### src/verilog/bit_band_pkg.sv
`default_nettype none

package bit_band_pkg;

	// ------------------------------------------------------------
	// Address map
	// ------------------------------------------------------------
	localparam logic [31:0] sram_band_base   = 32'h2000_0000;
	localparam logic [31:0] sram_band_last   = 32'h2000_FFFF;
	localparam logic [31:0] sram_alias_base  = 32'h2200_0000;
	localparam logic [31:0] sram_alias_last  = 32'h221F_FFFF;
	localparam logic [31:0] periph_band_base = 32'h4000_0000;
	localparam logic [31:0] periph_alias_base = 32'h4200_0000;
	localparam logic [31:0] periph_alias_last = 32'h43FF_FFFF;
	localparam int          band_bits        = 20;
	localparam int          bit_lsb          = 2;
	localparam int          byte_lsb         = 5;

	// ------------------------------------------------------------
	// Access sizes and carriers
	// ------------------------------------------------------------
	localparam logic [1:0] size_byte = 2'h0;
	localparam logic [1:0] size_half = 2'h1;
	localparam logic [1:0] size_word = 2'h2;

	typedef struct packed {
		logic        valid;
		logic        write;
		logic        instr;
		logic [1:0]  size;
		logic [31:0] addr;
		logic [31:0] wdata;
	} req_s;

	typedef struct packed {
		logic        valid;
		logic        error;
		logic [31:0] rdata;
	} rsp_s;

endpackage

`default_nettype wire

### src/verilog/bit_band_remapper.sv
// How it works
// - Lowest 1 MB of peripheral and lowest 64 KB of SRAM is bit-band
// - SRAM alias words map to SRAM band bits
// - Peripheral alias words map to peripheral bits
// - Memory access keeps the original size
// - Direct SRAM band accesses pass unchanged
// - SRAM alias data remapped; fetches not remapped
// - Direct peripheral band accesses pass unchanged
// - Peripheral alias data remapped; fetches refused
// - Alias offset is byte*32 plus bit*4
// - Bit number 0-7 from alias index
// - Written bit 0 sets or clears target
// - Written bits 31:1 are ignored
// - Alias read returns 0 or 1
// - Data lanes stay little-endian
`timescale 1ns/1ps
`default_nettype none

module bit_band_remapper #(
	parameter int band_bits = bit_band_pkg::band_bits
) (
	input  wire logic              clock,
	input  wire logic              rst,
	input  wire bit_band_pkg::req_s cpu_req,
	output logic                   cpu_ready,
	output bit_band_pkg::rsp_s     cpu_rsp,
	output bit_band_pkg::req_s     mem_req,
	input  wire logic              mem_ready,
	input  wire bit_band_pkg::rsp_s mem_rsp
);

	typedef enum {st_idle, st_pass, st_read, st_write} state_e;

	typedef struct packed {
		state_e              state;
		logic                cpu_ready;
		bit_band_pkg::rsp_s  cpu_rsp;
		bit_band_pkg::req_s  mem_req;
		logic                rmw;
		logic [4:0]          shift;
	} regs_s;

	regs_s state_r;
	regs_s state_nxt;

	// ------------------------------------------------------------
	// Elaboration checks
	// ------------------------------------------------------------
	// Offset bits above the band width would fall outside the alias span
	if (band_bits < 1 || band_bits > bit_band_pkg::band_bits) begin : g_bad_band
		$error("band_bits must lie between 1 and the full band width");
	end
	// Three bit-number bits must sit between the word and byte fields
	if (bit_band_pkg::byte_lsb - bit_band_pkg::bit_lsb != 3) begin : g_bad_fields
		$error("bit number field must be three bits wide");
	end
	// OR-ing the offset onto a base only works if its low bits are clear
	if (((bit_band_pkg::sram_band_base | bit_band_pkg::periph_band_base)
		& ((32'h1 << band_bits) - 32'h1)) != 32'h0) begin : g_bad_base
		$error("band bases must be aligned to the band size");
	end

	// ------------------------------------------------------------
	// Region decode
	// ------------------------------------------------------------
	logic        in_sram_alias;
	logic        in_periph_alias;
	logic        alias_data;
	logic        fetch_refused;

	always_comb begin
		in_sram_alias   = cpu_req.addr >= bit_band_pkg::sram_alias_base
			&& cpu_req.addr <= bit_band_pkg::sram_alias_last;
		in_periph_alias = cpu_req.addr >= bit_band_pkg::periph_alias_base
			&& cpu_req.addr <= bit_band_pkg::periph_alias_last;
		// Fetches through the SRAM alias go out untouched
		alias_data      = (in_sram_alias || in_periph_alias) && !cpu_req.instr;
		// The peripheral alias never serves code
		fetch_refused   = in_periph_alias && cpu_req.instr;
	end

	// ------------------------------------------------------------
	// Alias address arithmetic
	// ------------------------------------------------------------
	logic [31:0] band_off;
	logic [31:0] band_addr;
	logic [2:0]  bit_num;
	logic [4:0]  lane_shift;

	always_comb begin
		bit_num   = cpu_req.addr[bit_band_pkg::bit_lsb +: 3];
		// Inverse of byte*32 + bit*4 over the 1 MB band
		band_off  = '0;
		band_off[band_bits-1:0] = cpu_req.addr[bit_band_pkg::byte_lsb +: band_bits];
		band_addr = (in_sram_alias ? bit_band_pkg::sram_band_base
			: bit_band_pkg::periph_band_base) | band_off;
		// Bit position inside the little-endian data word
		lane_shift = {band_addr[1:0], bit_num};
	end

	// ------------------------------------------------------------
	// Read-modify-write merge
	// ------------------------------------------------------------
	// Every other bit is written back exactly as it was read
	wire logic [31:0] merged;

	for (genvar i = 0; i < $bits(merged); i++) begin : g_merge
		assign merged[i] = (state_r.shift == 5'(i)) ? state_r.mem_req.wdata[0]
			: state_r.cpu_rsp.rdata[i];
	end

	// ------------------------------------------------------------
	// Alias read result
	// ------------------------------------------------------------
	logic        read_bit;
	logic [31:0] alias_rdata;

	always_comb begin
		read_bit    = mem_rsp.rdata[state_r.shift];
		alias_rdata = {31'h0, read_bit};
	end

	// ------------------------------------------------------------
	// Sequencer
	// ------------------------------------------------------------
	always_comb begin
		state_nxt = state_r;
		state_nxt.cpu_rsp.valid = 1'b0;
		case (state_r.state)
			st_idle: begin
				state_nxt.cpu_ready = 1'b0;
				// A held request is not taken again in its own ready cycle
				if (cpu_req.valid && !state_r.cpu_ready) begin
					state_nxt.mem_req = cpu_req;
					state_nxt.rmw     = 1'b0;
					state_nxt.state   = st_pass;
					if (fetch_refused) begin
						// Fetches from peripheral alias get an error, no access
						state_nxt.mem_req.valid   = 1'b0;
						state_nxt.cpu_rsp.valid   = 1'b1;
						state_nxt.cpu_rsp.error   = 1'b1;
						state_nxt.cpu_rsp.rdata   = 32'h0000_0000;
						state_nxt.cpu_ready       = 1'b1;
						state_nxt.state           = st_idle;
					end else if (alias_data) begin
						// Read half first; the write half follows only for writes
						state_nxt.mem_req.addr  = band_addr;
						state_nxt.mem_req.write = 1'b0;
						state_nxt.rmw           = cpu_req.write;
						state_nxt.shift         = lane_shift;
						state_nxt.state         = st_read;
					end
				end
			end
			st_pass: begin
				// Request drops as soon as memory has accepted it
				if (mem_ready) begin
					state_nxt.mem_req.valid = 1'b0;
				end
				if (mem_rsp.valid) begin
					state_nxt.cpu_rsp   = mem_rsp;
					state_nxt.cpu_ready = 1'b1;
					state_nxt.state     = st_idle;
				end
			end
			st_read: begin
				if (mem_ready) begin
					state_nxt.mem_req.valid = 1'b0;
				end
				if (mem_rsp.valid) begin
					// Read word parked here for the merge
					state_nxt.cpu_rsp.rdata = mem_rsp.rdata;
					// A failed read ends the write too, so nothing stale is stored
					if (state_r.rmw && !mem_rsp.error) begin
						state_nxt.state = st_write;
					end else begin
						state_nxt.cpu_rsp.valid = 1'b1;
						state_nxt.cpu_rsp.error = mem_rsp.error;
						state_nxt.cpu_rsp.rdata = alias_rdata;
						state_nxt.cpu_ready = 1'b1;
						state_nxt.state     = st_idle;
					end
				end
			end
			st_write: begin
				// Same size as the alias access; other bits rewritten as read
				if (!state_r.mem_req.write) begin
					state_nxt.mem_req.valid = 1'b1;
					state_nxt.mem_req.write = 1'b1;
					state_nxt.mem_req.wdata = merged;
					state_nxt.state         = st_pass;
				end
			end
			default: begin
				state_nxt.state = st_idle;
			end
		endcase
	end

	// ------------------------------------------------------------
	// State register
	// ------------------------------------------------------------
	// Reset also drops any half-done read-modify-write
	always_ff @(posedge clock) begin
		if (rst) begin
			// Outputs sit at zero from the first edge of reset
			state_r <= '{state: st_idle, default: '0};
		end else begin
			state_r <= state_nxt;
		end
	end

	// ------------------------------------------------------------
	// Outputs
	// ------------------------------------------------------------
	// Alias writes ack with the memory write response
	// Response data stays until the next answer, or until the read word of an alias write is parked
	assign cpu_ready = state_r.cpu_ready;
	assign cpu_rsp   = state_r.cpu_rsp;
	assign mem_req   = state_r.mem_req;

endmodule // bit_band_remapper

`default_nettype wire

### config.mk
export PLATFORM = sky130hd
export DESIGN_NAME = bit_band_remapper
export DESIGN_NICKNAME = d
export VERILOG_FILES = /design/src/verilog/bit_band_pkg.sv /design/src/verilog/bit_band_remapper.sv
export SDC_FILE = /design/constraint.sdc
export NUM_CORES = 1
export LEC_CHECK = 0
export BUFFER_PORTS_ARGS = -buffer_cell sky130_fd_sc_hd__buf_4
export CORE_UTILIZATION = 46
export DETAILED_ROUTE_END_ITERATION = 10
export GPL_ROUTABILITY_DRIVEN = 0
export PLACE_DENSITY = 0.8
export SETUP_SLACK_MARGIN = 0.4
export SLEW_MARGIN = 20
export SYNTH_ARGS = -nofsm -noshare
export SYNTH_HDL_FRONTEND = slang
export SYNTH_SLANG_ARGS = --single-unit
### constraint.sdc
create_clock -name clock -period 1.9 [get_ports clock]
set_clock_uncertainty 0.2 [all_clocks]
set_input_delay 0.19 -clock clock [delete_from_list [all_inputs] [get_ports clock]]
set_output_delay 0.19 -clock clock [all_outputs]
set_load 0.01 [all_outputs]
==> results of run 1 <==
[cells in the mapped netlist, types with 10 or more instances]
master and instances:
nand2_1 63, a22oi_1 33, clkbuf_1 42, a211oi_1 53, buf_4 103, mux2_2 33, a21oi_1 49, nor2b_1 10
nor2_1 88, mux2i_1 30, dfxtp_1 112, nand3_1 42
[flip-flops by register name (all words and copies together), names as in the netlist]
register   flops
mem_req       69
cpu_rsp       34
state_r        8
cpu_ready      1
[stage by stage]
step | setup slack [ns] | hold WS, ns | setup TNS [ns]
CTS | -0.1596 | 0.002134 | -5.568
global route | -0.3436 | 0.0005065 | -16.50
finish | -0.3179 | -0.0002484 | -13.08
global placement | -0.1629 | 0.2323 | -8.159
floorplan | -0.07991 | 0.1208 | -2.055
detailed placement | -0.2570 | 0.2410 | -12.31
[per-layer routing]
| metal | vias to the layer above | wire length [um] | global-route usage | share of wire |
|---|---|---|---|---|
| met4 | 0 | 1647 | 0.2234 | 0.061 |
| met5 | - | 0 | 0 | 0 |
| met3 | 124 | 2296 | 0.07890 | 0.085 |
| met2 | 522 | 13490 | 0.6055 | 0.50 |
| met1 | 3435 | 9688 | 0.3870 | 0.36 |
| li1 | 3079 | - | - | - |
[power by group]
part	leakage (uW)	switching, uW	internal [uW]
Combinational	0.00350	927	1150
Sequential	0.000921	102	2510
Clock	0.000144	997	1040
[timing repair]
item	in CTS	in global routing
pin swaps	46	23
endpoints found under the setup margin	112	113
resized for setup	124	57
endpoints found under the hold margin	70	0
buffers inserted	32	16
hold buffers	67	0
gates cloned	20	3
[worst max-delay path: cells and delay by family, from the launching register on]
family / cells / cell delay (ns)
AO/OA/AOI/OAI: 2 / 0.40
adder cells (fa/ha/maj): 1 / 0.13
buffers and inverters: 4 / 0.60
AND/OR/NAND/NOR: 3 / 0.44
flip-flops: 1 / 0.35
[worst min path at each step]
stage | start | end | slack [ns] | cells after the start
finish | mem_rsp[33] | state_r[110]$_SDFFE_PP0P_ | -0.0002 | 3
detailed placement | cpu_req[35] | state_r[1]$_SDFFE_PP0P_ | 0.24 | 3
global placement | cpu_req[34] | state_r[0]$_SDFFE_PP0P_ | 0.23 | 3
global route | cpu_req[26] | mem_req[26]$_SDFFE_PP0P_ | 0.0005 | 3
floorplan | mem_rsp[23] | cpu_rsp[23]$_SDFFE_PP0P_ | 0.12 | 2
CTS | cpu_req[66] | mem_req[66]$_SDFFE_PP0P_ | 0.002 | 4
[cells by family (layout without fill, tap and decap cells)]
group,after synthesis,count (layout),share of synthesized area
flops,112,112,0.3513
simple gates,242,242,0.1762
mux,69,69,0.1264
compound gates,160,160,0.1711
fa+ha+maj,5,5,0.009802
buf+inv,169,431,0.1651
[cell type report]
cell class                 count  area share
clock buffer                   9     0.02094
clock inverter                 7    0.007330
inverter                       5    0.001745
multi-input combinational    476      0.3571
sequential                   112      0.2094
tap                          176     0.02048
timing repair buffer         410      0.3830
==> summary.md, run 1 <==
| Metric | Value |
|---|---|
| Status | `finished with violations` |
| Failing checks | `hold timing, setup timing` |
| Buffers added on ports | `209` |
| Avg Inst Size Synth | `around 8.4 um^2` |
| Fraction of layout cells with a size suffix above 1 | `0.5201` |
| Crit start category | `flip-flop` |
| Worst path cell trace | `inv_2 > ha_4 > and3b_2 > nand4_1 > buf_4 > a21oi_4 > buf_6 > clkbuf_16 > nand3_2 > a21oi_1` |
| Worst R2R Setup Slack | `-0.32 ns` |
| Final setup violation count | `93` |
| Clock slew at reported path FFs | `~0.080 ns` |
| Syn. warnings | `0` |
| Hold slack | `-0.0002484 ns` |
| Crit path launch | `state_r[110]$_SDFFE_PP0P_` |
| Die H | `119.8 um` |
| Die area | `0.01435 mm^2` |
| Clock Tree Root | `clkbuf_16` |
| Area of the multi-input gates | `0.003840 mm^2` |
| Net Count, Synth | `868` |
| First-pass iteration count of the detailed router | `6` |
| Grt total ovfl | `0` |
| Max Freq | `450.9 MHz` |
| Clock sink count | `112` |
| Min-delay worst type | `input port to flip-flop` |
| Area contributors post-synth | `dfxtp_1 35%, buf_4 12%, a211oi_1 6.2%` |
| Critical path data arrival time | `2.29 ns` |
| I/O pins | `210` |
| Synth Cell Area | `roughly 0.0064 mm^2` |
| Final instance area | `around 0.011 mm^2` |
| Final Total Pwr | `6719 uW` |
| DP Area | `0.008005 mm^2` |
| Sequential-to-total area share from yosys stat | `0.3513` |
| Initial DRC Count | `615` |
| FF+latch area | `around 0.0023 mm^2` |
| Row cnt | `between 40 and 50` |
| Relative slew margins | `0.5858` |
| Post-Route Utilization | `0.8025` |
| Initial antenna violation count | `0` |
| R2r endpoint | `cpu_rsp[20]$_SDFFE_PP0P_` |
| First-pass GRT wire length | `38.57 mm` |
| Post-synth EDFFs | `0` |
| Worst slew pin tran | `0.6213 ns` |
| Antenna viol nets, final | `0` |
| Area of the core | `0.01340 mm^2` |
| Filler instances | `roughly 760` |
| Diodes inserted | `0` |
| DRC | `0` |
| Post-DP HPWL | `approximately 13 mm` |
| Worst Path Required | `1.97 ns` |
| Final Max Tran Viols | `0` |
| Crit. End Element | `flip-flop` |
| Largest net degree at the start of global routing | `between 100 and 150` |
| Chip width | `119.8 um` |
| GRT Total Usage | `0.3504` |
| Via density | `5.992` |
| Critical path class | `flip-flop to flip-flop` |
| Worst r2r src | `state_r[110]$_SDFFE_PP0P_` |
| Max_cap viols | `0` |
| Commonest cells after routing, fill and taps aside | `269 x buf_4, 106 x dfxtp_1, 76 x nor2_1` |
| Vias in the first global route | `about 7000` |
| Power per Cell Area | `624.8 mW/mm^2` |
| CTS max path bufs | `2` |
| Critical path's slowest cell | `dfxtp_2` |
| Dominant synthesized flop cell | `dfxtp_1` |
| Peak supply drop | `412.5 uV` |
| RSZ-0062 raised after global routing | `yes` |
| Clock Latency Late Sink | `0.36 ns` |
| H-tree depth | `3` |
| Min cycle time layout | `2.218 ns` |
| TritonCTS clock tree | `built` |
| Starting Density | `0.4763` |
| Asr flop ratio synth | `0` |
| Final Hold Fails | `1` |
| P&R area growth vs syn | `68.50%` |
| Synth cell types | `53` |
| Reg2reg path depth | `10` |
| Final WS setup | `-0.3179 ns` |
| Layout Cells excl Fill | `1195` |
| Critical Path Sink | `cpu_rsp[20]$_SDFFE_PP0P_` |
| Period utilisation layout | `1.167` |
| Post-Syn Instances | `757` |
| LEAKAGE | `0.004569 uW` |
| Worst path max stage delay | `0.35 ns` |
| Cell taking the most area after synthesis | `dfxtp_1` |
| Total CTS buffers | `9` |
| WL/cell | `22.70 um` |
| Synth top area share | `0.3513` |
| Final wirelength | `about 27 mm` |
| Post-synthesis sequential element count | `112` |
| Via count | `between 7000 and 8000` |
| Cells after DPL | `~1000` |
| Crit Path Max Fanout | `5` |
| Leading cell type in the layout, fill and taps excluded | `buf_4` |
| # nets final | `~1100` |
(Power assumes the default switching activity.)
==> run 2: changes to the inputs <==
Settings changed: CORE_UTILIZATION 46 to 35, PLACE_DENSITY 0.8 to 0.64.
==> run 2 against run 1 <==
The run still ends with hold timing, setup timing left. Non-clock buffer count decreased by 34. Worst hold slack got worse by 0.022 ns. Via count decreased by 13%. Register-to-register slack better by 0.18 ns. Fmax increased by 8.8%. First-iteration DRC count decreased by 47%. Cell count is 1.5% higher. Clock-buffer cell count up 2. Final area decreased by 7.3%. Utilization shrank 25 points. Critical path type unchanged. Largest cell class is now multi-input gates.
==> summary.md, run 2 (same netlist as run 1, synthesis figures left out) <==
| Metric | Value |
|---|---|
| Crit Path Max Fanout | `6 (+1)` |
| TritonCTS clock tree | `built` |
| Status | `finished with violations` |
| Max Freq | `490.5 MHz (+8.8%)` |
| GRT Total Usage | `0.2184 (-0.1320)` |
| First-pass GRT wire length | `31.64 mm (-18%)` |
| Layout Cells excl Fill | `1213 (+1.5%)` |
| CTS max path bufs | `2 (unchanged)` |
| Peak supply drop | `463.1 uV (+12%)` |
| Largest net degree at the start of global routing | `112 (unchanged)` |
| Clock Latency Late Sink | `0.36 ns (about the same)` |
| Row cnt | `49 (+17%)` |
| Total CTS buffers | `9 (unchanged)` |
| I/O pins | `210 (unchanged)` |
| Final instance area | `0.009970 mm^2 (-7.3%)` |
| Leading cell type in the layout, fill and taps excluded | `buf_4` |
| # nets final | `1091 (-3.0%)` |
| Clock Tree Root | `clkbuf_16` |
| Critical path data arrival time | `2.13 ns (-0.16 ns)` |
| Worst Path Required | `1.99 ns (+0.02 ns)` |
| Worst path max stage delay | `0.33 ns (-0.02 ns)` |
| Crit start category | `flip-flop` |
| Max FFs per register | `69 (unchanged)` |
| Hold slack | `-0.02177 ns (-0.02152 ns)` |
| Clock sink count | `112 (unchanged)` |
| Buffers added on ports | `209 (unchanged)` |
| Critical path class | `flip-flop to flip-flop` |
| RSZ-0062 raised after global routing | `yes` |
| Min cycle time layout | `2.039 ns (-0.1791 ns)` |
| Clock slew at reported path FFs | `0.07 ns (about the same)` |
| Relative slew margins | `0.6243 (+0.03843)` |
| TNS Setup | `-3.303 ns (+9.775 ns)` |
| DP Area | `0.008159 mm^2 (+1.9%)` |
| Worst slew pin tran | `0.5636 ns (-0.05765 ns)` |
| Failing checks | `hold timing, setup timing` |
| Diodes inserted | `0 (unchanged)` |
| WL/cell | `17.37 um (-23%)` |
| Final Hold Fails | `4 (+3)` |
| # hold bufs at CTS | `67 (unchanged)` |
| Commonest cells after routing, fill and taps aside | `260 x buf_4, 105 x dfxtp_1, 79 x nor2_1` |
| Max_cap viols | `0 (unchanged)` |
| Area of the core | `0.01790 mm^2 (+34%)` |
| LEAKAGE | `0.004223 uW (-7.6%)` |
| Cells after DPL | `1103 (+6.0%)` |
| H-tree depth | `3 (unchanged)` |
| First-pass iteration count of the detailed router | `4 (-2)` |
| Critical path's slowest cell | `dfxtp_2` |
| Period utilisation layout | `1.073 (-0.09428)` |
| Vias in the first global route | `6036 (-14%)` |
| Post-Route Utilization | `0.5569 (-0.2456)` |
| Antenna viol nets, final | `0 (unchanged)` |
| Initial antenna violation count | `0 (unchanged)` |
| Filler instances | `1577 (+110%)` |
| Die H | `137.0 um (+14%)` |
| Crit. End Element | `flip-flop` |
| DRC | `0 (unchanged)` |
| Fraction of layout cells with a size suffix above 1 | `0.4604 (-0.05975)` |
| Power per Cell Area | `620.4 mW/mm^2 (-0.70%)` |
| P&R area growth vs syn | `56.20%` |
| Die area | `0.01878 mm^2 (+31%)` |
| Initial DRC Count | `327 (-47%)` |
| Final WS setup | `-0.1387 ns (+0.1791 ns)` |
| Final setup violation count | `54 (-42%)` |
| Via count | `6231 (-13%)` |
| Chip width | `137.0 um (+14%)` |
| Min-delay worst type | `input port to flip-flop` |
| Post-DP HPWL | `13.41 mm (+4.5%)` |
| Grt total ovfl | `0 (unchanged)` |
| Final wirelength | `21.07 mm (-22%)` |
| Starting Density | `0.3565 (-0.1198)` |
| Worst path cell trace | `inv_2 > ha_4 > and3b_2 > nand4_1 > buf_4 > a21oi_4 > buf_12 > clkbuf_16 > nand3_1 > a21oi_1` |
| Final Max Tran Viols | `0 (unchanged)` |
| Via density | `5.137 (-14%)` |
run 2: cell type report:
class	instances	area, um^2	share of cell area
multi-input cells	476	3606	0.3617
repair buffers	376	3497	0.3508
flip-flops and latches	112	2256	0.2263
well taps	229	286.5	0.02874
clock buffers	11	232.7	0.02334
clock inverters	4	70.07	0.007028
inverters	5	21.27	0.002134
run 2: critical path, delay by kind of cell (launching register included):
| kind | cells | cell delay [ns] |
|---|---|---|
| buffers and inverters | 4 | 0.58 |
| and+or+nand+nor | 3 | 0.40 |
| DFF | 1 | 0.33 |
| AOI/OAI and AO/OA | 2 | 0.32 |
| adders and majority gates | 1 | 0.13 |
run 2: power by group:
group	total, uW	leakage, uW	switching, uW	internal [uW]
registers	2600	0.000921	93.0	2500
logic	1540	0.00315	702	842
clock network	2040	0.000149	896	1150
total	6190	0.00422	1690	4490
run 2: per-stage QoR:
| stage | total power [uW] | worst slack (ns) |
|---|---|---|
| floorplan | 3436 | -0.07991 |
| global placement | 3890 | -0.2241 |
| detailed placement | 3902 | -0.2472 |
| CTS | 6179 | -0.07235 |
| global route | 6452 | -0.2140 |
| finish | 6185 | -0.1387 |
run 2: final timing paths:
kind	cells after the start	slack, ns	endpoint	from
min	3	-0.02	cpu_rsp[33]$_SDFF_PP0_	rst
max reg2reg	10	-0.14	cpu_rsp[10]$_SDFFE_PP0P_	state_r[111]$_SDFFE_PP0P_
max	10	-0.14	cpu_rsp[10]$_SDFFE_PP0P_	state_r[111]$_SDFFE_PP0P_
min reg2reg	2	0.25	mem_req[59]$_SDFFE_PP0P_	mem_req[59]$_SDFFE_PP0P_
run 2: layer usage:
| layer | track usage | vias up | share of wire |
|---|---|---|---|
| met2 | 0.3594 | 232 | 0.48 |
| met1 | 0.2742 | 2942 | 0.42 |
| met4 | 0.09402 | 0 | 0.025 |
| met3 | 0.04556 | 40 | 0.075 |
| met5 | 0 | - | 0 |
| li1 | - | 3017 | - |
run 2: timing repair:
| action | 4_1_cts | 5_1_grt |
|---|---|---|
| cloned | 6 | 4 |
| setup endpoints to repair | 105 | 113 |
| pin swaps | 16 | 27 |
| endpoints found under the hold margin | 74 | 1 |
| resized for setup | 62 | 31 |
| setup buffers | 10 | 8 |
==> run 3: changes to the inputs <==
Settings changed: PLACE_DENSITY 0.64 to 0.62.
Clock period 1.9 ns to 2.02 ns, I/O delays scaled along.
==> run 3 against run 2 <==
The run ends with setup timing left. Sequential share of layout area fell by 0.73 points. First-iteration DRC count fell by 33%. Sequential power is 6% lower. Cell count is 0.58% lower. Critical path depth unchanged. Utilization grew 1.8 points. Die area is the same. Combinational power up 10%. Largest power group unchanged.
==> summary.md, run 3 (same netlist as run 1, synthesis figures left out) <==
| Metric | Value |
|---|---|
| # nets final | `1083 (-0.73%)` |
| LEAKAGE | `0.004288 uW (+1.5%)` |
| Die area | `0.01878 mm^2 (unchanged)` |
| Cells after DPL | `1078 (-2.3%)` |
| Worst Path Required | `2.06 ns (+0.07 ns)` |
| Worst slew pin tran | `0.3956 ns (-0.1680 ns)` |
| Fraction of layout cells with a size suffix above 1 | `0.4985 (+0.03810)` |
| DP Area | `0.007950 mm^2 (-2.6%)` |
| H-tree depth | `3 (unchanged)` |
| Min-delay worst type | `input port to flip-flop` |
| Crit Path Max Fanout | `5 (-1)` |
| GRT Total Usage | `0.2319 (+0.01351)` |
| Final Hold Fails | `0 (-4)` |
| Starting Density | `0.3565 (unchanged)` |
| Leading cell type in the layout, fill and taps excluded | `buf_4` |
| Min cycle time layout | `2.051 ns (+0.01209 ns)` |
| Clock Latency Late Sink | `0.36 ns (about the same)` |
| Via density | `5.225 (+1.7%)` |
| Final instance area | `0.01029 mm^2 (+3.2%)` |
| Min-delay src | `cpu_req[54]` |
| Critical path data arrival time | `2.09 ns (-0.04 ns)` |
| I/O pins | `210 (unchanged)` |
| Crit. End Element | `flip-flop` |
| Area of the core | `0.01790 mm^2 (unchanged)` |
| Max Freq | `487.6 MHz (-0.59%)` |
| Largest net degree at the start of global routing | `67 (-40%)` |
| Status | `finished with violations` |
| Critical path class | `flip-flop to flip-flop` |
| Place WS | `-0.1668 ns (+0.08038 ns)` |
| Worst path cell trace | `inv_2 > ha_4 > and3b_2 > nand4_1 > buf_4 > a21oi_4 > buf_12 > buf_6 > mux2i_1 > o32ai_1` |
| Layout Cells excl Fill | `1206 (-0.58%)` |
| WP depth | `10 (unchanged)` |
| Worst path max stage delay | `0.33 ns (about the same)` |
| First-pass GRT wire length | `33.53 mm (+6.0%)` |
| Relative slew margins | `0.7352 (+0.1110)` |
| Antenna viol nets, final | `0 (unchanged)` |
| Final Max Tran Viols | `0 (unchanged)` |
| CTS max path bufs | `2 (unchanged)` |
| Via count | `6301 (+1.1%)` |
| WL/cell | `18.71 um (+7.7%)` |
| Worst hold stages | `3 (unchanged)` |
| P&R area growth vs syn | `61.22%` |
| Max_cap viols | `0 (unchanged)` |
| Crit path launch | `state_r[111]$_SDFFE_PP0P_` |
| Clock slew at reported path FFs | `0.08 ns (about the same)` |
| Crit start category | `flip-flop` |
| Critical path's slowest cell | `dfxtp_2` |
| Final WS setup | `-0.03083 ns (+0.1079 ns)` |
| Failing checks | `setup timing` |
| Commonest cells after routing, fill and taps aside | `248 x buf_4, 105 x dfxtp_1, 76 x nor2_1` |
| Max FFs per register | `69 (unchanged)` |
| Final wirelength | `22.57 mm (+7.1%)` |
| Vias in the first global route | `6294 (+4.3%)` |
| Clock sink count | `112 (unchanged)` |
| Row cnt | `49 (unchanged)` |
| Buffers added on ports | `209 (unchanged)` |
| First-pass iteration count of the detailed router | `4 (unchanged)` |
| Clock Tree Root | `clkbuf_16` |
| RSZ-0062 raised after global routing | `yes` |
| Final setup violation count | `5 (-91%)` |
| Worst path bufs/invs | `4 (unchanged)` |
| Post-DP HPWL | `13.55 mm (+1.0%)` |
| Total CTS buffers | `9 (unchanged)` |
| Hold slack | `0.01376 ns (+0.03552 ns)` |
| Die H | `137.0 um (unchanged)` |
| Grt total ovfl | `0 (unchanged)` |
| Crit path max-delay family | `buffers and inverters` |
| Chip width | `137.0 um (unchanged)` |
| Peak supply drop | `400.3 uV (-14%)` |
| Initial DRC Count | `219 (-33%)` |
| Diodes inserted | `0 (unchanged)` |
| Initial antenna violation count | `0 (unchanged)` |
| Period utilisation layout | `1.015 (-0.05776)` |
| DRC | `0 (unchanged)` |
| Worst r2r src | `state_r[111]$_SDFFE_PP0P_` |
| Power per Cell Area | `599.0 mW/mm^2 (-3.4%)` |
| TritonCTS clock tree | `built` |
| Reg2reg path depth | `10 (unchanged)` |
## run 3: cell types whose count changed in the layout (fill, tap and decap cells not counted), moves of 6 or more
cell,delta
buf_4,-12
buf_16,+8
a21oi_1,-12
buf_6,-6
a211oi_2,+21
a21oi_2,+12
a211oi_1,-21
## run 3: tightest hold or removal path, stage by stage
cell      delay (ns)
buf_4           0.13
mux2i_1         0.12
a211oi_1        0.08
## run 3: what timing repair did
item	in CTS	in global routing
pin swaps	36	29
hold buffers	65	0
gates resized for setup	81	61
gates cloned	14	3
setup buffers	26	4
endpoints found under the hold margin	70	0
endpoints found under the setup margin	103	112
## run 3: area by class of cell
type,count,area [um^2]
Clock inverter,7,102.6
Inverter,5,21.27
Sequential cell,112,2253
Multi-Input combinational cell,476,3771
Tap cell,229,286.5
Clock buffer,9,225.2
Timing Repair Buffer,368,3630
Fill cell,1549,7612
## run 3: per-layer routing
layer,GRT usage,vias up,part of all wire
li1,-,3009,-
met1,0.2655,3065,0.41
met2,0.4217,197,0.52
met3,0.05778,30,0.058
met4,0.06654,0,0.018
met5,0,-,0
## run 3: report_power, final
part	switching [uW]	internal (uW)	total, uW	leakage (uW)
clock	911	1110	2020	0.000162
sequential	92.7	2360	2450	0.000921
combinational	756	943	1700	0.00320
total	1760	4400	6160	0.00429
## run 3: metrics by stage
step	utilization	total power [uW]	setup TNS (ns)
after floorplan	-	3237	0
after global placement	0.4441	3596	-2.834
after detailed placement	0.4441	3606	-2.868
after CTS	0.5535	6069	0
after global routing	0.5748	6387	-2.702
final	0.5748	6164	-0.06082
## run 3: worst paths after layout
kind                               to  slack (ns)
max           cpu_rsp[0]$_SDFFE_PP0P_       -0.03
min          mem_req[49]$_SDFFE_PP0P_        0.01
max reg2reg   cpu_rsp[0]$_SDFFE_PP0P_       -0.03
min reg2reg  mem_req[59]$_SDFFE_PP0P_        0.26
